===== config.mk =====
export PLATFORM = sky130hd
export DESIGN_NAME = dos_top
export DESIGN_NICKNAME = d
export VERILOG_FILES = /design/src/dos_clk_gen.sv /design/src/dos_top.sv
export SDC_FILE = /design/constraint.sdc
export NUM_CORES = 1
export LEC_CHECK = 0
export ABC_AREA = 1
export BUFFER_PORTS_ARGS = -buffer_cell sky130_fd_sc_hd__buf_4
export CAP_MARGIN = 20
export CORE_MARGIN = 1.5
export CORE_UTILIZATION = 55
export CTS_BUF_LIST = sky130_fd_sc_hd__clkbuf_16
export CTS_CLUSTER_DIAMETER = 100
export DETAILED_ROUTE_END_ITERATION = 16
export GPL_ROUTABILITY_DRIVEN = 0
export GPL_TIMING_DRIVEN = 0
export PLACE_DENSITY = 0.73
export SYNTH_ARGS = -nofsm -noshare
export SYNTH_HDL_FRONTEND = slang
export SYNTH_HIERARCHICAL = 1
export SYNTH_SLANG_ARGS = --single-unit

===== constraint.sdc =====
create_clock -name ref_clk -period 10.4 [get_ports ref_clk]
set_clock_uncertainty 0.1 [all_clocks]
set_input_delay 1.04 -clock ref_clk [delete_from_list [all_inputs] [get_ports ref_clk]]
set_output_delay 1.04 -clock ref_clk [all_outputs]
set_load 0.02 [all_outputs]

===== src/dos_clk_gen.sv =====
// shared constants and types of the decoder sequencing block, and the clock
// range divider with its PLL setting decode.
// assumes one reference clock and a reset already synchronised by the top.

// ----------------------------------------------------------------------
// package
// ----------------------------------------------------------------------
package dos_pkg;
  localparam logic [4:0] OFS_MODE = 5'h00;
  localparam logic [4:0] OFS_STATUS = 5'h01;
  localparam logic [4:0] OFS_TONE = 5'h02;
  localparam logic [4:0] OFS_CLOCK_CONFIG = 5'h03;
  localparam logic [4:0] OFS_AUDIO_RATE = 5'h05;
  localparam logic [4:0] OFS_HEADER_DATA_0 = 5'h08;
  localparam logic [4:0] OFS_HEADER_DATA_1 = 5'h09;
  localparam logic [4:0] OFS_VOLUME = 5'h0B;
  localparam logic [4:0] OFS_PLAY_SPEED = 5'h10;
  localparam logic [4:0] OFS_BYTE_RATE = 5'h11;
  localparam logic [4:0] OFS_POSITION_LO = 5'h12;
  localparam logic [4:0] OFS_POSITION_HI = 5'h13;
  localparam logic [4:0] OFS_END_FILL = 5'h14;
  // mode register fields
  localparam int MODE_SOFT_RESET_BIT = 2;
  localparam int MODE_CANCEL_BIT = 3;
  localparam int MODE_CLOCK_RANGE_BIT = 15;
  // clock config fields
  localparam int PLL_MULT_MSB = 15;
  localparam int PLL_MULT_LSB = 13;
  // status register fields
  localparam int STAT_NO_JUMP_BIT = 0;
  localparam int STAT_ANALOG_PD_BIT = 1;
  localparam int STAT_PLL_ON_BIT = 2;
  localparam int STAT_DECODING_BIT = 3;
  localparam int STAT_DATA_REQUEST_BIT = 4;
  // reset values and codes
  localparam logic [15:0] MODE_RESET = 16'h0000;
  localparam logic [15:0] CLOCK_CONFIG_RESET = 16'h0000;
  localparam logic [15:0] VOLUME_RESET = 16'h0000;
  localparam logic [15:0] AUDIO_RATE_RESET = 16'h0000;
  localparam logic [15:0] TONE_RESET = 16'h0000;
  localparam logic [15:0] PLAY_SPEED_RESET = 16'h0001;
  localparam logic [15:0] VOLUME_POWERDOWN = 16'hFFFF;
  localparam logic [15:0] HEADER_WAV_CODE = 16'h7665;
  localparam logic [15:0] END_FILL_PCM = 16'h0000;
  localparam logic [31:0] POSITION_UNKNOWN = 32'hFFFFFFFF;
  localparam logic [31:0] PCM_ENDLESS_LEN = 32'hFFFFFFFF;
  localparam logic [31:0] TAG_RIFF = 32'h52494646;
  localparam logic [31:0] TAG_WAVE = 32'h57415645;
  localparam logic [15:0] FMT_LINEAR_PCM = 16'h0001;
  // timing
  localparam int unsigned REF_CLK_HZ = 20000000;
  localparam int unsigned HOLDOFF_CLOCKS = 22000;
  localparam logic [24:0] REF_HZ_25 = 25'(REF_CLK_HZ);

  typedef enum logic [2:0] {
    DOS_ST_IDLE = 3'b001,
    DOS_ST_HEADER = 3'b010,
    DOS_ST_PCM = 3'b100
  } dos_state_e;

  typedef struct packed {
    logic valid;
    logic [15:0] sample;
  } dos_pcm_s;
endpackage

`timescale 1ns/10ps
`default_nettype none

// ----------------------------------------------------------------------
// clock range divider and multiplier decode
// ----------------------------------------------------------------------
module dos_clk_gen
  import dos_pkg::*;
(
  input wire logic ref_clk,
  input wire logic rst_sync_n,
  input wire logic clock_range_select,
  input wire logic [2:0] pll_multiplier_field,
  output logic xtal_tick,
  output logic pll_on,
  output logic [3:0] mult_half
);
  logic div_phase_reg;

  // multiplier in half steps: 0 -> 1.0x, n -> (n + 3) / 2
  function automatic logic [3:0] mult_code(input logic [2:0] m);
    mult_code = (m == 3'h0) ? 4'h2 : 4'({1'b0, m} + 4'h3);
  endfunction

  // the divide-by-two phase; ticks every cycle when range select is clear
  always_ff @(posedge ref_clk or negedge rst_sync_n) begin
    if (!rst_sync_n) begin
      div_phase_reg <= 1'b0;
      xtal_tick <= 1'b0;
    end else begin
      div_phase_reg <= clock_range_select ? ~div_phase_reg : 1'b0;
      xtal_tick <= clock_range_select ? div_phase_reg : 1'b1;
    end
  end

  always_ff @(posedge ref_clk or negedge rst_sync_n) begin
    if (!rst_sync_n) begin
      pll_on <= 1'b0;
      mult_half <= 4'h2;
    end else begin
      pll_on <= (pll_multiplier_field != 3'h0);
      mult_half <= mult_code(pll_multiplier_field);
    end
  end
endmodule

`default_nettype wire


===== src/dos_top.sv =====
// decoder operation sequencing: reset hold-off of data request, clock and
// power settings, stream format detection, cancel, play parameters.
// assumes a register master on ref_clk and serial input bytes already
// deserialised on ref_clk; control chip select arrives from a pin.
//
// Operation
// - range select halves incoming clock
// - hardware reset clears all state except the chip select path asynchronously
// - reset stops clocks, grounds crystal output
// - outputs default; serial output follows chip select
// - data request low 22000 clocks after reset
// - multiplier resets to 1.0x; host writes 0x9800
// - clock config zero disables PLL
// - low audio rate slows interrupts, core idles
// - volume 0xFFFF powers down analog drivers
// - no decodable format clears header data
// - idle state watches serial input
// - play speed persists across songs
// - byte rate reports nominal speed rate
// - position reads -1 when unknown
// - endless PCM length stays in PCM mode
// - multiplier field scales core clock

`timescale 1ns/10ps
`default_nettype none

module dos_top
  import dos_pkg::*;
#(
  parameter int unsigned HOLDOFF_CYCLES = HOLDOFF_CLOCKS
) (
  input wire logic ref_clk,
  input wire logic rst_n,
  input wire logic control_chip_select_n,
  input wire logic [4:0] reg_addr,
  input wire logic [15:0] reg_wdata,
  input wire logic reg_wr,
  input wire logic reg_rd,
  input wire logic [7:0] serial_data_input,
  input wire logic sdi_valid,
  output logic [15:0] reg_rdata,
  output logic data_request,
  output logic crystal_output,
  output logic so_oe_n,
  output logic pll_enable,
  output logic [3:0] core_mult_half,
  output logic analog_drivers_on,
  output logic core_idle,
  output dos_pcm_s pcm_out
);
  // ----------------------------------------------------------------------
  // reset and pin synchronisers
  // ----------------------------------------------------------------------
  logic rst_meta_reg;
  logic rst_sync_n;
  logic cs_meta_reg;
  logic cs_sync_reg;

  always_ff @(posedge ref_clk or negedge rst_n) begin
    if (!rst_n) begin
      rst_meta_reg <= 1'b0;
      rst_sync_n <= 1'b0;
    end else begin
      rst_meta_reg <= 1'b1;
      rst_sync_n <= rst_meta_reg;
    end
  end

  // chip select path keeps working during reset on purpose
  always_ff @(posedge ref_clk) begin
    cs_meta_reg <= control_chip_select_n;
    cs_sync_reg <= cs_meta_reg;
    so_oe_n <= cs_sync_reg;
  end

  // ----------------------------------------------------------------------
  // registers
  // ----------------------------------------------------------------------
  logic [15:0] mode_reg;
  logic [15:0] tone_reg;
  logic [15:0] clock_config_reg;
  logic [15:0] audio_rate_reg;
  logic [15:0] volume_reg;
  logic [15:0] header_data_0_reg;
  logic [15:0] header_data_1_reg;
  logic [15:0] play_speed_reg;
  logic [15:0] byte_rate_reg;
  logic [31:0] position_ms_reg;
  logic [15:0] rdata_next;
  logic [15:0] status_word;
  logic wr_mode;
  logic soft_reset_req;
  logic abandon;
  logic stream_end;
  logic hdr_ok;
  logic hdr_fail;
  dos_state_e state_reg;

  assign wr_mode = reg_wr && (reg_addr == OFS_MODE);
  assign soft_reset_req = wr_mode && reg_wdata[MODE_SOFT_RESET_BIT];

  // soft reset bit self-clears; cancel is cleared when the stream is dropped
  always_ff @(posedge ref_clk or negedge rst_sync_n) begin
    if (!rst_sync_n) begin
      mode_reg <= MODE_RESET;
    end else if (wr_mode) begin
      mode_reg <= reg_wdata;
    end else begin
      mode_reg[MODE_SOFT_RESET_BIT] <= 1'b0;
      if (abandon) begin
        mode_reg[MODE_CANCEL_BIT] <= 1'b0;
      end
    end
  end

  always_ff @(posedge ref_clk or negedge rst_sync_n) begin
    if (!rst_sync_n) begin
      tone_reg <= TONE_RESET;
      clock_config_reg <= CLOCK_CONFIG_RESET;
      volume_reg <= VOLUME_RESET;
      play_speed_reg <= PLAY_SPEED_RESET;
    end else if (reg_wr) begin
      if (reg_addr == OFS_TONE) begin
        tone_reg <= reg_wdata;
      end
      if (reg_addr == OFS_CLOCK_CONFIG) begin
        clock_config_reg <= reg_wdata;
      end
      if (reg_addr == OFS_VOLUME) begin
        volume_reg <= reg_wdata;
      end
      if (reg_addr == OFS_PLAY_SPEED) begin
        play_speed_reg <= reg_wdata;
      end
    end
  end

  // ----------------------------------------------------------------------
  // clock range and multiplier
  // ----------------------------------------------------------------------
  logic xtal_tick;
  logic pll_on;
  logic [3:0] mult_half;

  dos_clk_gen u_clk_gen (
    .ref_clk(ref_clk),
    .rst_sync_n(rst_sync_n),
    .clock_range_select(mode_reg[MODE_CLOCK_RANGE_BIT]),
    .pll_multiplier_field(clock_config_reg[PLL_MULT_MSB:PLL_MULT_LSB]),
    .xtal_tick(xtal_tick),
    .pll_on(pll_on),
    .mult_half(mult_half)
  );

  // oscillator drive; held at ground while in reset
  always_ff @(posedge ref_clk or negedge rst_sync_n) begin
    if (!rst_sync_n) begin
      crystal_output <= 1'b0;
      pll_enable <= 1'b0;
      core_mult_half <= 4'h2;
      analog_drivers_on <= 1'b0;
    end else begin
      crystal_output <= ~crystal_output;
      pll_enable <= pll_on;
      core_mult_half <= mult_half;
      analog_drivers_on <= (volume_reg != VOLUME_POWERDOWN);
    end
  end

  // ----------------------------------------------------------------------
  // data request hold-off
  // ----------------------------------------------------------------------
  logic [14:0] holdoff_cnt_reg;
  logic holdoff_done;

  assign holdoff_done = (holdoff_cnt_reg == 15'(HOLDOFF_CYCLES));

  always_ff @(posedge ref_clk or negedge rst_sync_n) begin
    if (!rst_sync_n) begin
      holdoff_cnt_reg <= 15'h0000;
      data_request <= 1'b0;
    end else begin
      if (soft_reset_req) begin
        holdoff_cnt_reg <= 15'h0000;
      end else if (xtal_tick && !holdoff_done) begin
        holdoff_cnt_reg <= holdoff_cnt_reg + 15'h0001;
      end
      data_request <= holdoff_done && !soft_reset_req;
    end
  end

  // ----------------------------------------------------------------------
  // audio interrupt rate and core idle
  // ----------------------------------------------------------------------
  logic [24:0] rate_acc_reg;
  logic [24:0] rate_sum;
  logic sample_tick;

  assign rate_sum = rate_acc_reg + {9'h000, audio_rate_reg[15:1], 1'b0};
  assign sample_tick = xtal_tick && (rate_sum >= REF_HZ_25);

  always_ff @(posedge ref_clk or negedge rst_sync_n) begin
    if (!rst_sync_n) begin
      rate_acc_reg <= 25'h0000000;
      core_idle <= 1'b1;
    end else begin
      if (xtal_tick) begin
        rate_acc_reg <= sample_tick ? rate_sum - REF_HZ_25 : rate_sum;
      end
      core_idle <= (state_reg == DOS_ST_IDLE) || !sample_tick;
    end
  end

  // ----------------------------------------------------------------------
  // stream format detection
  // ----------------------------------------------------------------------
  logic [31:0] shift_reg;
  logic [31:0] shift_next;
  logic [31:0] field_le;
  logic [5:0] hdr_idx_reg;
  logic [31:0] remain_reg;
  logic endless_reg;
  logic wide_reg;
  logic byte_phase_reg;
  logic [7:0] low_byte_reg;
  logic cancel_req;

  assign shift_next = {shift_reg[23:0], serial_data_input};
  assign field_le = {shift_next[7:0], shift_next[15:8], shift_next[23:16], shift_next[31:24]};
  assign cancel_req = mode_reg[MODE_CANCEL_BIT];
  assign abandon = cancel_req && !wr_mode;
  assign hdr_fail = sdi_valid && (state_reg == DOS_ST_HEADER) &&
                    (((hdr_idx_reg == 6'd11) && (shift_next != TAG_WAVE)) ||
                     ((hdr_idx_reg == 6'd21) && (field_le[31:16] != FMT_LINEAR_PCM)));
  assign hdr_ok = sdi_valid && (state_reg == DOS_ST_HEADER) && (hdr_idx_reg == 6'd43);
  assign stream_end = sdi_valid && (state_reg == DOS_ST_PCM) && !endless_reg &&
                      (remain_reg == 32'h00000001);

  always_ff @(posedge ref_clk or negedge rst_sync_n) begin
    if (!rst_sync_n) begin
      state_reg <= DOS_ST_IDLE;
      shift_reg <= 32'h00000000;
      hdr_idx_reg <= 6'h00;
    end else if (soft_reset_req || abandon || hdr_fail || stream_end) begin
      state_reg <= DOS_ST_IDLE;
      shift_reg <= 32'h00000000;
      hdr_idx_reg <= 6'h00;
    end else if (sdi_valid) begin
      shift_reg <= shift_next;
      hdr_idx_reg <= hdr_idx_reg + 6'h01;
      unique case (state_reg)
        DOS_ST_IDLE: begin
          hdr_idx_reg <= 6'h04;
          if (shift_next == TAG_RIFF) begin
            state_reg <= DOS_ST_HEADER;
          end
        end
        DOS_ST_HEADER: begin
          if (hdr_ok) begin
            state_reg <= DOS_ST_PCM;
          end
        end
        DOS_ST_PCM: begin
          hdr_idx_reg <= hdr_idx_reg;
        end
      endcase
    end
  end

  // header fields, rates and remaining length
  always_ff @(posedge ref_clk or negedge rst_sync_n) begin
    if (!rst_sync_n) begin
      header_data_0_reg <= 16'h0000;
      header_data_1_reg <= 16'h0000;
      audio_rate_reg <= AUDIO_RATE_RESET;
      byte_rate_reg <= 16'h0000;
      position_ms_reg <= POSITION_UNKNOWN;
      remain_reg <= 32'h00000000;
      endless_reg <= 1'b0;
      wide_reg <= 1'b1;
    end else begin
      if (soft_reset_req || abandon || hdr_fail || stream_end) begin
        header_data_0_reg <= 16'h0000;
        header_data_1_reg <= 16'h0000;
      end else if (hdr_ok) begin
        header_data_1_reg <= HEADER_WAV_CODE;
        header_data_0_reg <= byte_rate_reg;
      end
      if (sdi_valid && (state_reg == DOS_ST_HEADER)) begin
        if (hdr_idx_reg == 6'd23) begin
          audio_rate_reg[0] <= (field_le[31:16] == 16'h0002);
        end
        if (hdr_idx_reg == 6'd27) begin
          audio_rate_reg[15:1] <= field_le[15:1];
        end
        if (hdr_idx_reg == 6'd31) begin
          byte_rate_reg <= field_le[15:0];
        end
        if (hdr_idx_reg == 6'd35) begin
          wide_reg <= (field_le[23:16] != 8'h08);
        end
        if (hdr_ok) begin
          remain_reg <= field_le;
          endless_reg <= (field_le == PCM_ENDLESS_LEN);
          position_ms_reg <= POSITION_UNKNOWN;
        end
      end else if (sdi_valid && (state_reg == DOS_ST_PCM) && !endless_reg) begin
        remain_reg <= remain_reg - 32'h00000001;
      end
      if (reg_wr && (reg_addr == OFS_AUDIO_RATE)) begin
        audio_rate_reg <= reg_wdata;
      end
    end
  end

  // ----------------------------------------------------------------------
  // pcm sample output
  // ----------------------------------------------------------------------
  always_ff @(posedge ref_clk or negedge rst_sync_n) begin
    if (!rst_sync_n) begin
      pcm_out <= '0;
      byte_phase_reg <= 1'b0;
      low_byte_reg <= 8'h00;
    end else begin
      pcm_out.valid <= 1'b0;
      if (state_reg != DOS_ST_PCM) begin
        byte_phase_reg <= 1'b0;
      end else if (sdi_valid && !abandon) begin
        if (!wide_reg) begin
          pcm_out.valid <= 1'b1;
          pcm_out.sample <= {serial_data_input ^ 8'h80, 8'h00};
        end else if (byte_phase_reg) begin
          pcm_out.valid <= 1'b1;
          pcm_out.sample <= {serial_data_input, low_byte_reg};
        end
        low_byte_reg <= serial_data_input;
        byte_phase_reg <= wide_reg && !byte_phase_reg;
      end
    end
  end

  // ----------------------------------------------------------------------
  // read port
  // ----------------------------------------------------------------------
  always_comb begin
    status_word = 16'h0000;
    status_word[STAT_NO_JUMP_BIT] = (state_reg == DOS_ST_HEADER);
    status_word[STAT_ANALOG_PD_BIT] = (volume_reg == VOLUME_POWERDOWN);
    status_word[STAT_PLL_ON_BIT] = pll_on;
    status_word[STAT_DECODING_BIT] = (state_reg == DOS_ST_PCM);
    status_word[STAT_DATA_REQUEST_BIT] = data_request;
    unique case (reg_addr)
      OFS_MODE: rdata_next = mode_reg;
      OFS_STATUS: rdata_next = status_word;
      OFS_TONE: rdata_next = tone_reg;
      OFS_CLOCK_CONFIG: rdata_next = clock_config_reg;
      OFS_AUDIO_RATE: rdata_next = audio_rate_reg;
      OFS_HEADER_DATA_0: rdata_next = header_data_0_reg;
      OFS_HEADER_DATA_1: rdata_next = header_data_1_reg;
      OFS_VOLUME: rdata_next = volume_reg;
      OFS_PLAY_SPEED: rdata_next = play_speed_reg;
      OFS_BYTE_RATE: rdata_next = byte_rate_reg;
      OFS_POSITION_LO: rdata_next = position_ms_reg[15:0];
      OFS_POSITION_HI: rdata_next = position_ms_reg[31:16];
      OFS_END_FILL: rdata_next = END_FILL_PCM;
      default: rdata_next = 16'h0000;
    endcase
  end

  always_ff @(posedge ref_clk or negedge rst_sync_n) begin
    if (!rst_sync_n) begin
      reg_rdata <= 16'h0000;
    end else begin
      reg_rdata <= reg_rd ? rdata_next : 16'h0000;
    end
  end
endmodule

`default_nettype wire


==> results of run 1 <==
==> metal layers <==
layer	track usage [%]	up-vias	share of wire, %
met4	14.5	0	4.2
met2	50.8	777	44
met3	7.52	137	10
li1	-	6809	-
met1	46.7	6982	41
met5	0	-	0
==> Yosys cell counts (3+ instances only) <==
master | n | share of area, %
nor4_1 | 17 | 0.69
a211oi_1 | 6 | 0.29
dfxtp_1 | 3 | 0.39
nor3b_1 | 3 | 0.15
xnor2_1 | 5 | 0.28
dfstp_2 | 6 | 1.0
ha_1 | 24 | 1.9
nor2_2 | 7 | 0.28
nand3_1 | 93 | 3.0
inv_1 | 242 | 5.9
xor2_1 | 24 | 1.4
o21ai_1 | 4 | 0.13
o211ai_1 | 5 | 0.24
a22oi_1 | 6 | 0.29
inv_2 | 4 | 0.097
buf_2 | 5 | 0.16
a22o_1 | 7 | 0.40
o21ai_0 | 269 | 8.7
nor3_1 | 34 | 1.1
dfrtp_1 | 289 | 47
nand2_2 | 13 | 0.53
nand2_1 | 519 | 13
nor2_1 | 159 | 3.9
clkinv_1 | 4 | 0.097
a31oi_1 | 4 | 0.16
a221oi_1 | 24 | 1.4
clkbuf_1 | 57 | 1.4
nand4_1 | 42 | 1.7
a21oi_1 | 80 | 2.6
nand3b_1 | 4 | 0.19
a41oi_1 | 3 | 0.17
nor3_2 | 3 | 0.19
==> area by class of cell <==
class	instances	area, µm²
multi-input combinational	1383	6790
tap	378	473
clock inverter	27	231
clock buffer	34	851
sequential	298	7450
inverter	250	938
buffer	65	265
timing repair buffer	81	688
fill	2439	10000
==> report_power, final <==
group          internal [mW]  switching, mW
Combinational          0.530           1.05
Sequential              1.43          0.230
Clock                  0.676          0.499
Total                   2.64           1.78
==> worst max-delay path, stage by stage <==
cell,delay (ns)
buf_4,0.13
inv_1,0.09
nand3_1,0.14
nor3_4,0.49
nand2_2,0.17
nor2_1,0.42
nor2_1,0.12
nand3_1,0.26
inv_1,0.16
nand2_1,0.17
clkbuf_1,0.37
o21ai_0,0.18
==> logic make-up (layout without fill, tap and decap cells) <==
logic type / Yosys count / in the layout / share of synthesized area, %
AOI/OAI and AO/OA: 419 / 419 / 14.9
xor gates and xnor gates: 32 / 32 / 1.96
adders and majority gates: 25 / 25 / 2.07
buffers and inverters: 315 / 457 / 7.79
DFF: 298 / 298 / 48.2
other: 1 / 1 / 0.0243
and+or+nand+nor: 906 / 906 / 25.0
==> through the flow <==
stage                     hold slack [ns]  instances
final                               0.190       2516
after CTS                           0.187       2516
after global routing                0.189       2516
after global placement              0.215       2451
after detailed placement            0.212       2455
after floorplan                     0.210       1996
==> path summary, 6_finish.rpt <==
| check | start | to | slack, ns | cells after the start |
|---|---|---|---|---|
| hold reg to reg | cs_meta_reg | cs_sync_reg | 0.22 | 0 |
| max in group asynchronous | rst_sync_n | header_data_0_reg[10] | 8.88 | 2 |
| setup reg to reg | audio_rate_reg[1] | rate_acc_reg[17] | 7.15 | 18 |
| setup / recovery | reg_addr[1] | shift_reg[16] | 6.94 | 12 |
| min in group ref_clk | cs_meta_reg | cs_sync_reg | 0.22 | 0 |
| hold / removal | rst_n | rst_meta_reg | 0.19 | 1 |
==> summary.md, run 1 <==
| Metric | Value |
|---|---|
| Core Box Area | 27700 µm² |
| Vias per inst | 5.84 |
| Placed cell area | 16600 µm² |
| Synthesis Warnings | 6 |
| # nets final | 2173 |
| Die area | 29100 µm² |
| Post-synth top flop | dfrtp_1 |
| Setup tns final | 0 ns |
| Initial DRC Count | 1703 |
| Final wirelength | 47400 µm |
| Post-route antenna net violation count | 0 |
| Final setup viols | 0 |
| Syn Inst Count | 1996 |
| First-pass GRT wire length | 75300 µm |
| Initial antenna violation count | 0 |
| # DRC | 0 |
| Critical path class | in2reg |
| CTS Hold Bufs | 0 |
| Post-cts resize count | 0 |
| Drt wl/cell | 18.8 µm |
| Slew of the pin with the lowest slew margin | 1.04 ns |
| Vias in the first global route | 14000 |
| Hold crit path type | in2async |
| Final Cycle Share | 33.3% |
| Dpl ws | 6.50 ns |
| Worst skew pair latency | 0.53 ns |
| Register area share after synthesis | 48.2% |
| Post-synth EDFFs | 0 |
| TritonCTS clock tree | yes |
| Final Hold Fails | 0 |
| Post-Syn Nets | 2056 |
| Die Span Y | 171 µm |
| Rows | 61 |
| Max_cap viols | 0 |
| ANT cells | 0 |
| Crit path capture type | flop |
| Reg clk slew, reported paths | 0.06 ns |
| Post-synthesis cell area | 15400 µm² |
| Slew Viols, Final | 0 |
| Total CTS buffers | 34 |
| Status | finished, final reports clean |
| Crit path max fanout | 10 |
| Total track usage | 33.6% |
| Die width | 171 µm |
| P per Cell Area | 250 nW/µm² |
| Post-CTS setup buffer count | 0 |
| Initial core utilization | 55.7% |
| Final worst setup slack | 6.94 ns |
| Min Tclk post-route | 3.46 ns |
| Share of post-route cells with drive strength above 1 | 8.37% |
| CTS HTree Levels | 2 |
| Syn avg cell area | 7.74 µm² |
| Root Driver | clkbuf_16 |
| Fin area | 17700 µm² |
| Via count | 14700 |
| Total power | 4.41 mW |
| Yosys cell types | 55 |
| Worst VDD drop | 0.167 mV |
| Largest net degree at the start of global routing | 73 |
| Critical Path RT | 10.68 ns |
| IO buf count | 77 |
| Max reg flops | 32 |
| Startpoint types | input port |
| Clock Tree Buf Depth | 3 |
| Commonest non-fill, non-tap cell in the layout | nand2_1 |
| Post-DP HPWL | 34100 µm |
| Most frequent cells in the layout | 519 x nand2_1, 288 x dfrtp_1, 269 x o21ai_0 |
| GR Overflow Total | 0 |
| Crit path DAT | 3.73 ns |
| #FFs+latches synth | 298 |
| Fin util | 63.9% |
| Synth-to-Final Area Change | 14.5% |
| Top Ports | 78 |
| Async set or reset register ratio after synthesis | 99.0% |
| Worst slew margin | 30.2% |
| Peak Freq | 289 MHz |
| RSZ-0062 raised after global routing | no |
| DRT Pass-1 Iters | 5 |
| Clock Sink Count | 298 |
| Leak | 8.63 nW |
Power figures use the tool's default switching activity.
==> inputs of run 2 (changes only) <==
--- a/config.mk
+++ b/config.mk
@@ -5,7 +5,7 @@
 export SDC_FILE = /design/constraint.sdc
 export NUM_CORES = 1
 export LEC_CHECK = 0
-export ABC_AREA = 1
+export ABC_AREA = 0
 export BUFFER_PORTS_ARGS = -buffer_cell sky130_fd_sc_hd__buf_4
 export CAP_MARGIN = 20
 export CORE_MARGIN = 1.5
@@ -15,7 +15,7 @@
 export DETAILED_ROUTE_END_ITERATION = 16
 export GPL_ROUTABILITY_DRIVEN = 0
 export GPL_TIMING_DRIVEN = 0
-export PLACE_DENSITY = 0.73
+export PLACE_DENSITY = 0.76
 export SYNTH_ARGS = -nofsm -noshare
 export SYNTH_HDL_FRONTEND = slang
 export SYNTH_HIERARCHICAL = 1
==> constraint.sdc (replaced) <==
create_clock -name ref_clk -period 3 [get_ports ref_clk]
set_clock_uncertainty 0.1 [all_clocks]
set_input_delay 0.3 -clock ref_clk [delete_from_list [all_inputs] [get_ports ref_clk]]
set_output_delay 0.3 -clock ref_clk [all_outputs]
set_load 0.02 [all_outputs]
==> summary.md, run 2 <==
| Metric | Value |
|---|---|
| TritonCTS clock tree | yes |
| Hold-critical path depth | 2 |
| Register area share after synthesis | 49.9% |
| Initial core utilization | 55.7% |
| Most common cell in the netlist | dfrtp_1 |
| Slew of the pin with the lowest slew margin | 1.09 ns |
| Max reg flops | 32 |
| Die Span Y | 168 µm |
| Bufs and invs on worst path | 3 |
| Placed cell area | 16100 µm² |
| Worst slew margin | 26.7% |
| # DRC | 0 |
| Top Ports | 78 |
| Total power | 14.1 mW |
| Syn avg cell area | 10.3 µm² |
| Post-synthesis cell area | 14900 µm² |
| Peak Freq | 260 MHz |
| FF-to-FF path depth | 14 |
| WP depth | 14 |
| IO buf count | 73 |
| Total CTS buffers | 34 |
| # nets final | 1697 |
| Post-DP HPWL | 29000 µm |
| Crit path max fanout | 6 |
| Initial DRC Count | 1397 |
| Most frequent cells in the layout | 285 x dfrtp_1, 135 x nand2_1, 117 x mux2_2 |
| Yosys cell types | 89 |
| Largest cells by area after synthesis | dfrtp_1 48%, mux2_2 8.9%, a21oi_1 4.0% |
| Startpoint types | flop |
| Min Tclk post-route | 3.84 ns |
| Rows | 60 |
| Commonest non-fill, non-tap cell in the layout | dfrtp_1 |
| Post-Syn Nets | 1516 |
| Fin area | 18100 µm² |
| Status | finished, violations left |
| #FFs+latches synth | 298 |
| Post-synth EDFFs | 0 |
| Vias per inst | 6.42 |
| Root Driver | clkbuf_16 |
| Post-synth top cells | 289 x dfrtp_1, 138 x nand2_1, 120 x a21oi_1 |
| Synth area leader | dfrtp_1 |
| DRT Pass-1 Iters | 6 |
| Clock Tree Buf Depth | 3 |
| Failing checks | negative setup slack |
| Final Cycle Share | 128% |
| Max_cap viols | 0 |
| RSZ-0062 raised after global routing | yes |
| Syn Inst Count | 1456 |
| Slew Viols, Final | 0 |
| Final wirelength | 42800 µm |
| Dpl ws | -0.972 ns |
| Fin util | 67.7% |
| Synthesis Warnings | 6 |
| Die width | 168 µm |
| P per Cell Area | 777 nW/µm² |
| Drt wl/cell | 21.4 µm |
| Clock Sink Count | 298 |
| Largest net degree at the start of global routing | 74 |
| Largest stage delay, worst path | 0.55 ns |
| First-pass GRT wire length | 67200 µm |
| Hold crit path type | in2reg |
| Post-synth top flop | dfrtp_1 |
| Vias in the first global route | 12400 |
| Synth-to-Final Area Change | 21.4% |
| Total track usage | 30.1% |
| Crit path capture type | flop |
| Yosys top cell area share | 48.4% |
| Post-route antenna net violation count | 0 |
| CP max stage cell | or4_1 |
| CP top delay family | compound AO/OA/AOI/OAI gates |
| Core Box Area | 26800 µm² |
| Worst skew pair latency | 0.51 ns |
| Worst VDD drop | 0.518 mV |
| CTS HTree Levels | 2 |
| Crit path DAT | 4.18 ns |
| Leak | 7.87 nW |
| Final Hold Fails | 0 |
| Final worst setup slack | -0.843 ns |
| Final setup viols | 18 |
| Die area | 28200 µm² |
| Critical path class | reg2reg |
| Cell chain of the critical path | ha_4, fa_2, a21o_1, a221o_2, buf_12, a21oi_4, buf_4, a311o_2, o31ai_4, o211a_1, buf_6, nand2b_4, or4_1, nand3_1 |
| Critical Path RT | 3.34 ns |
| GR Overflow Total | 0 |
| Async set or reset register ratio after synthesis | 99.0% |
| Share of post-route cells with drive strength above 1 | 24.1% |
| Initial antenna violation count | 1 |
| Via count | 12900 |
| Reg clk slew, reported paths | 0.06 ns |
[run 2: power by group]
part           switching [mW]  total [mW]  internal [mW]
Combinational            2.77        4.97           2.20
Clock                    1.63        3.91           2.29
Sequential              0.567        5.21           4.64
[run 2: final timing paths]
check                                         endpoint               from  slack, ns
worst max-delay path                  rate_acc_reg[16]  audio_rate_reg[1]      -0.84
worst min-delay path                       tone_reg[5]       reg_wdata[5]       0.01
worst max register to register        rate_acc_reg[16]  audio_rate_reg[1]      -0.84
worst min register to register             pcm_out[11]         rst_sync_n       0.09
max in group asynchronous       u_clk_gen/mult_half[1]         rst_sync_n       1.34
min in group asynchronous                  pcm_out[11]         rst_sync_n       0.09
[run 2: cell type report]
class	count	area, µm²
Fill cell	1974	8670
Antenna cell	1	2.50
Multi-Input combinational cell	1051	7490
Buffer	74	325
Timing Repair Buffer	147	1270
Clock buffer	35	876
Sequential cell	298	7460
Inverter	31	116
Tap cell	341	427
Clock inverter	25	170
[run 2: per-layer routing]
metal | global-route usage, % | routed length (µm) | vias up | share of wire, %
met5 | 0 | 0 | - | 0
met4 | 15.1 | 1930 | 0 | 4.5
met3 | 5.10 | 3610 | 141 | 8.4
met2 | 48.2 | 20100 | 685 | 47
met1 | 39.7 | 17100 | 6312 | 40
li1 | - | - | 5731 | -
[run 2: stage by stage]
stage	setup TNS, ns	hold slack, ns	std cells
finish	-13.56	0.0121	2003
global route	-14.91	0.0117	2002
CTS	-12.41	0.000408	1976
detailed placement	-53.89	-0.0167	1875
global placement	-346.31	-0.0175	1870
floorplan	-16.83	-0.0956	1456
[run 2: kinds of logic (layout without fill, tap and decap cells)]
| kind of cell | after synthesis | after routing | synth area share, % |
|---|---|---|---|
| simple gates | 460 | 461 | 15.0 |
| compound gates | 374 | 374 | 16.7 |
| flops | 298 | 298 | 49.9 |
| mux | 145 | 145 | 10.7 |
| buf+inv | 108 | 312 | 2.86 |
| xor+xnor | 45 | 45 | 2.64 |
| fa+ha+maj | 25 | 25 | 2.14 |
| other cells | 1 | 2 | 0.0251 |
[run 2: what timing repair did]
action / 4_1_cts / 5_1_grt
gates resized for setup: 31 / 67
gates cloned: 0 / 3
hold endpoints to repair: 67 / 0
hold buffers: 25 / 0
setup endpoints to repair: 115 / 100
buffers inserted: 17 / 23
pin swaps: 24 / 36
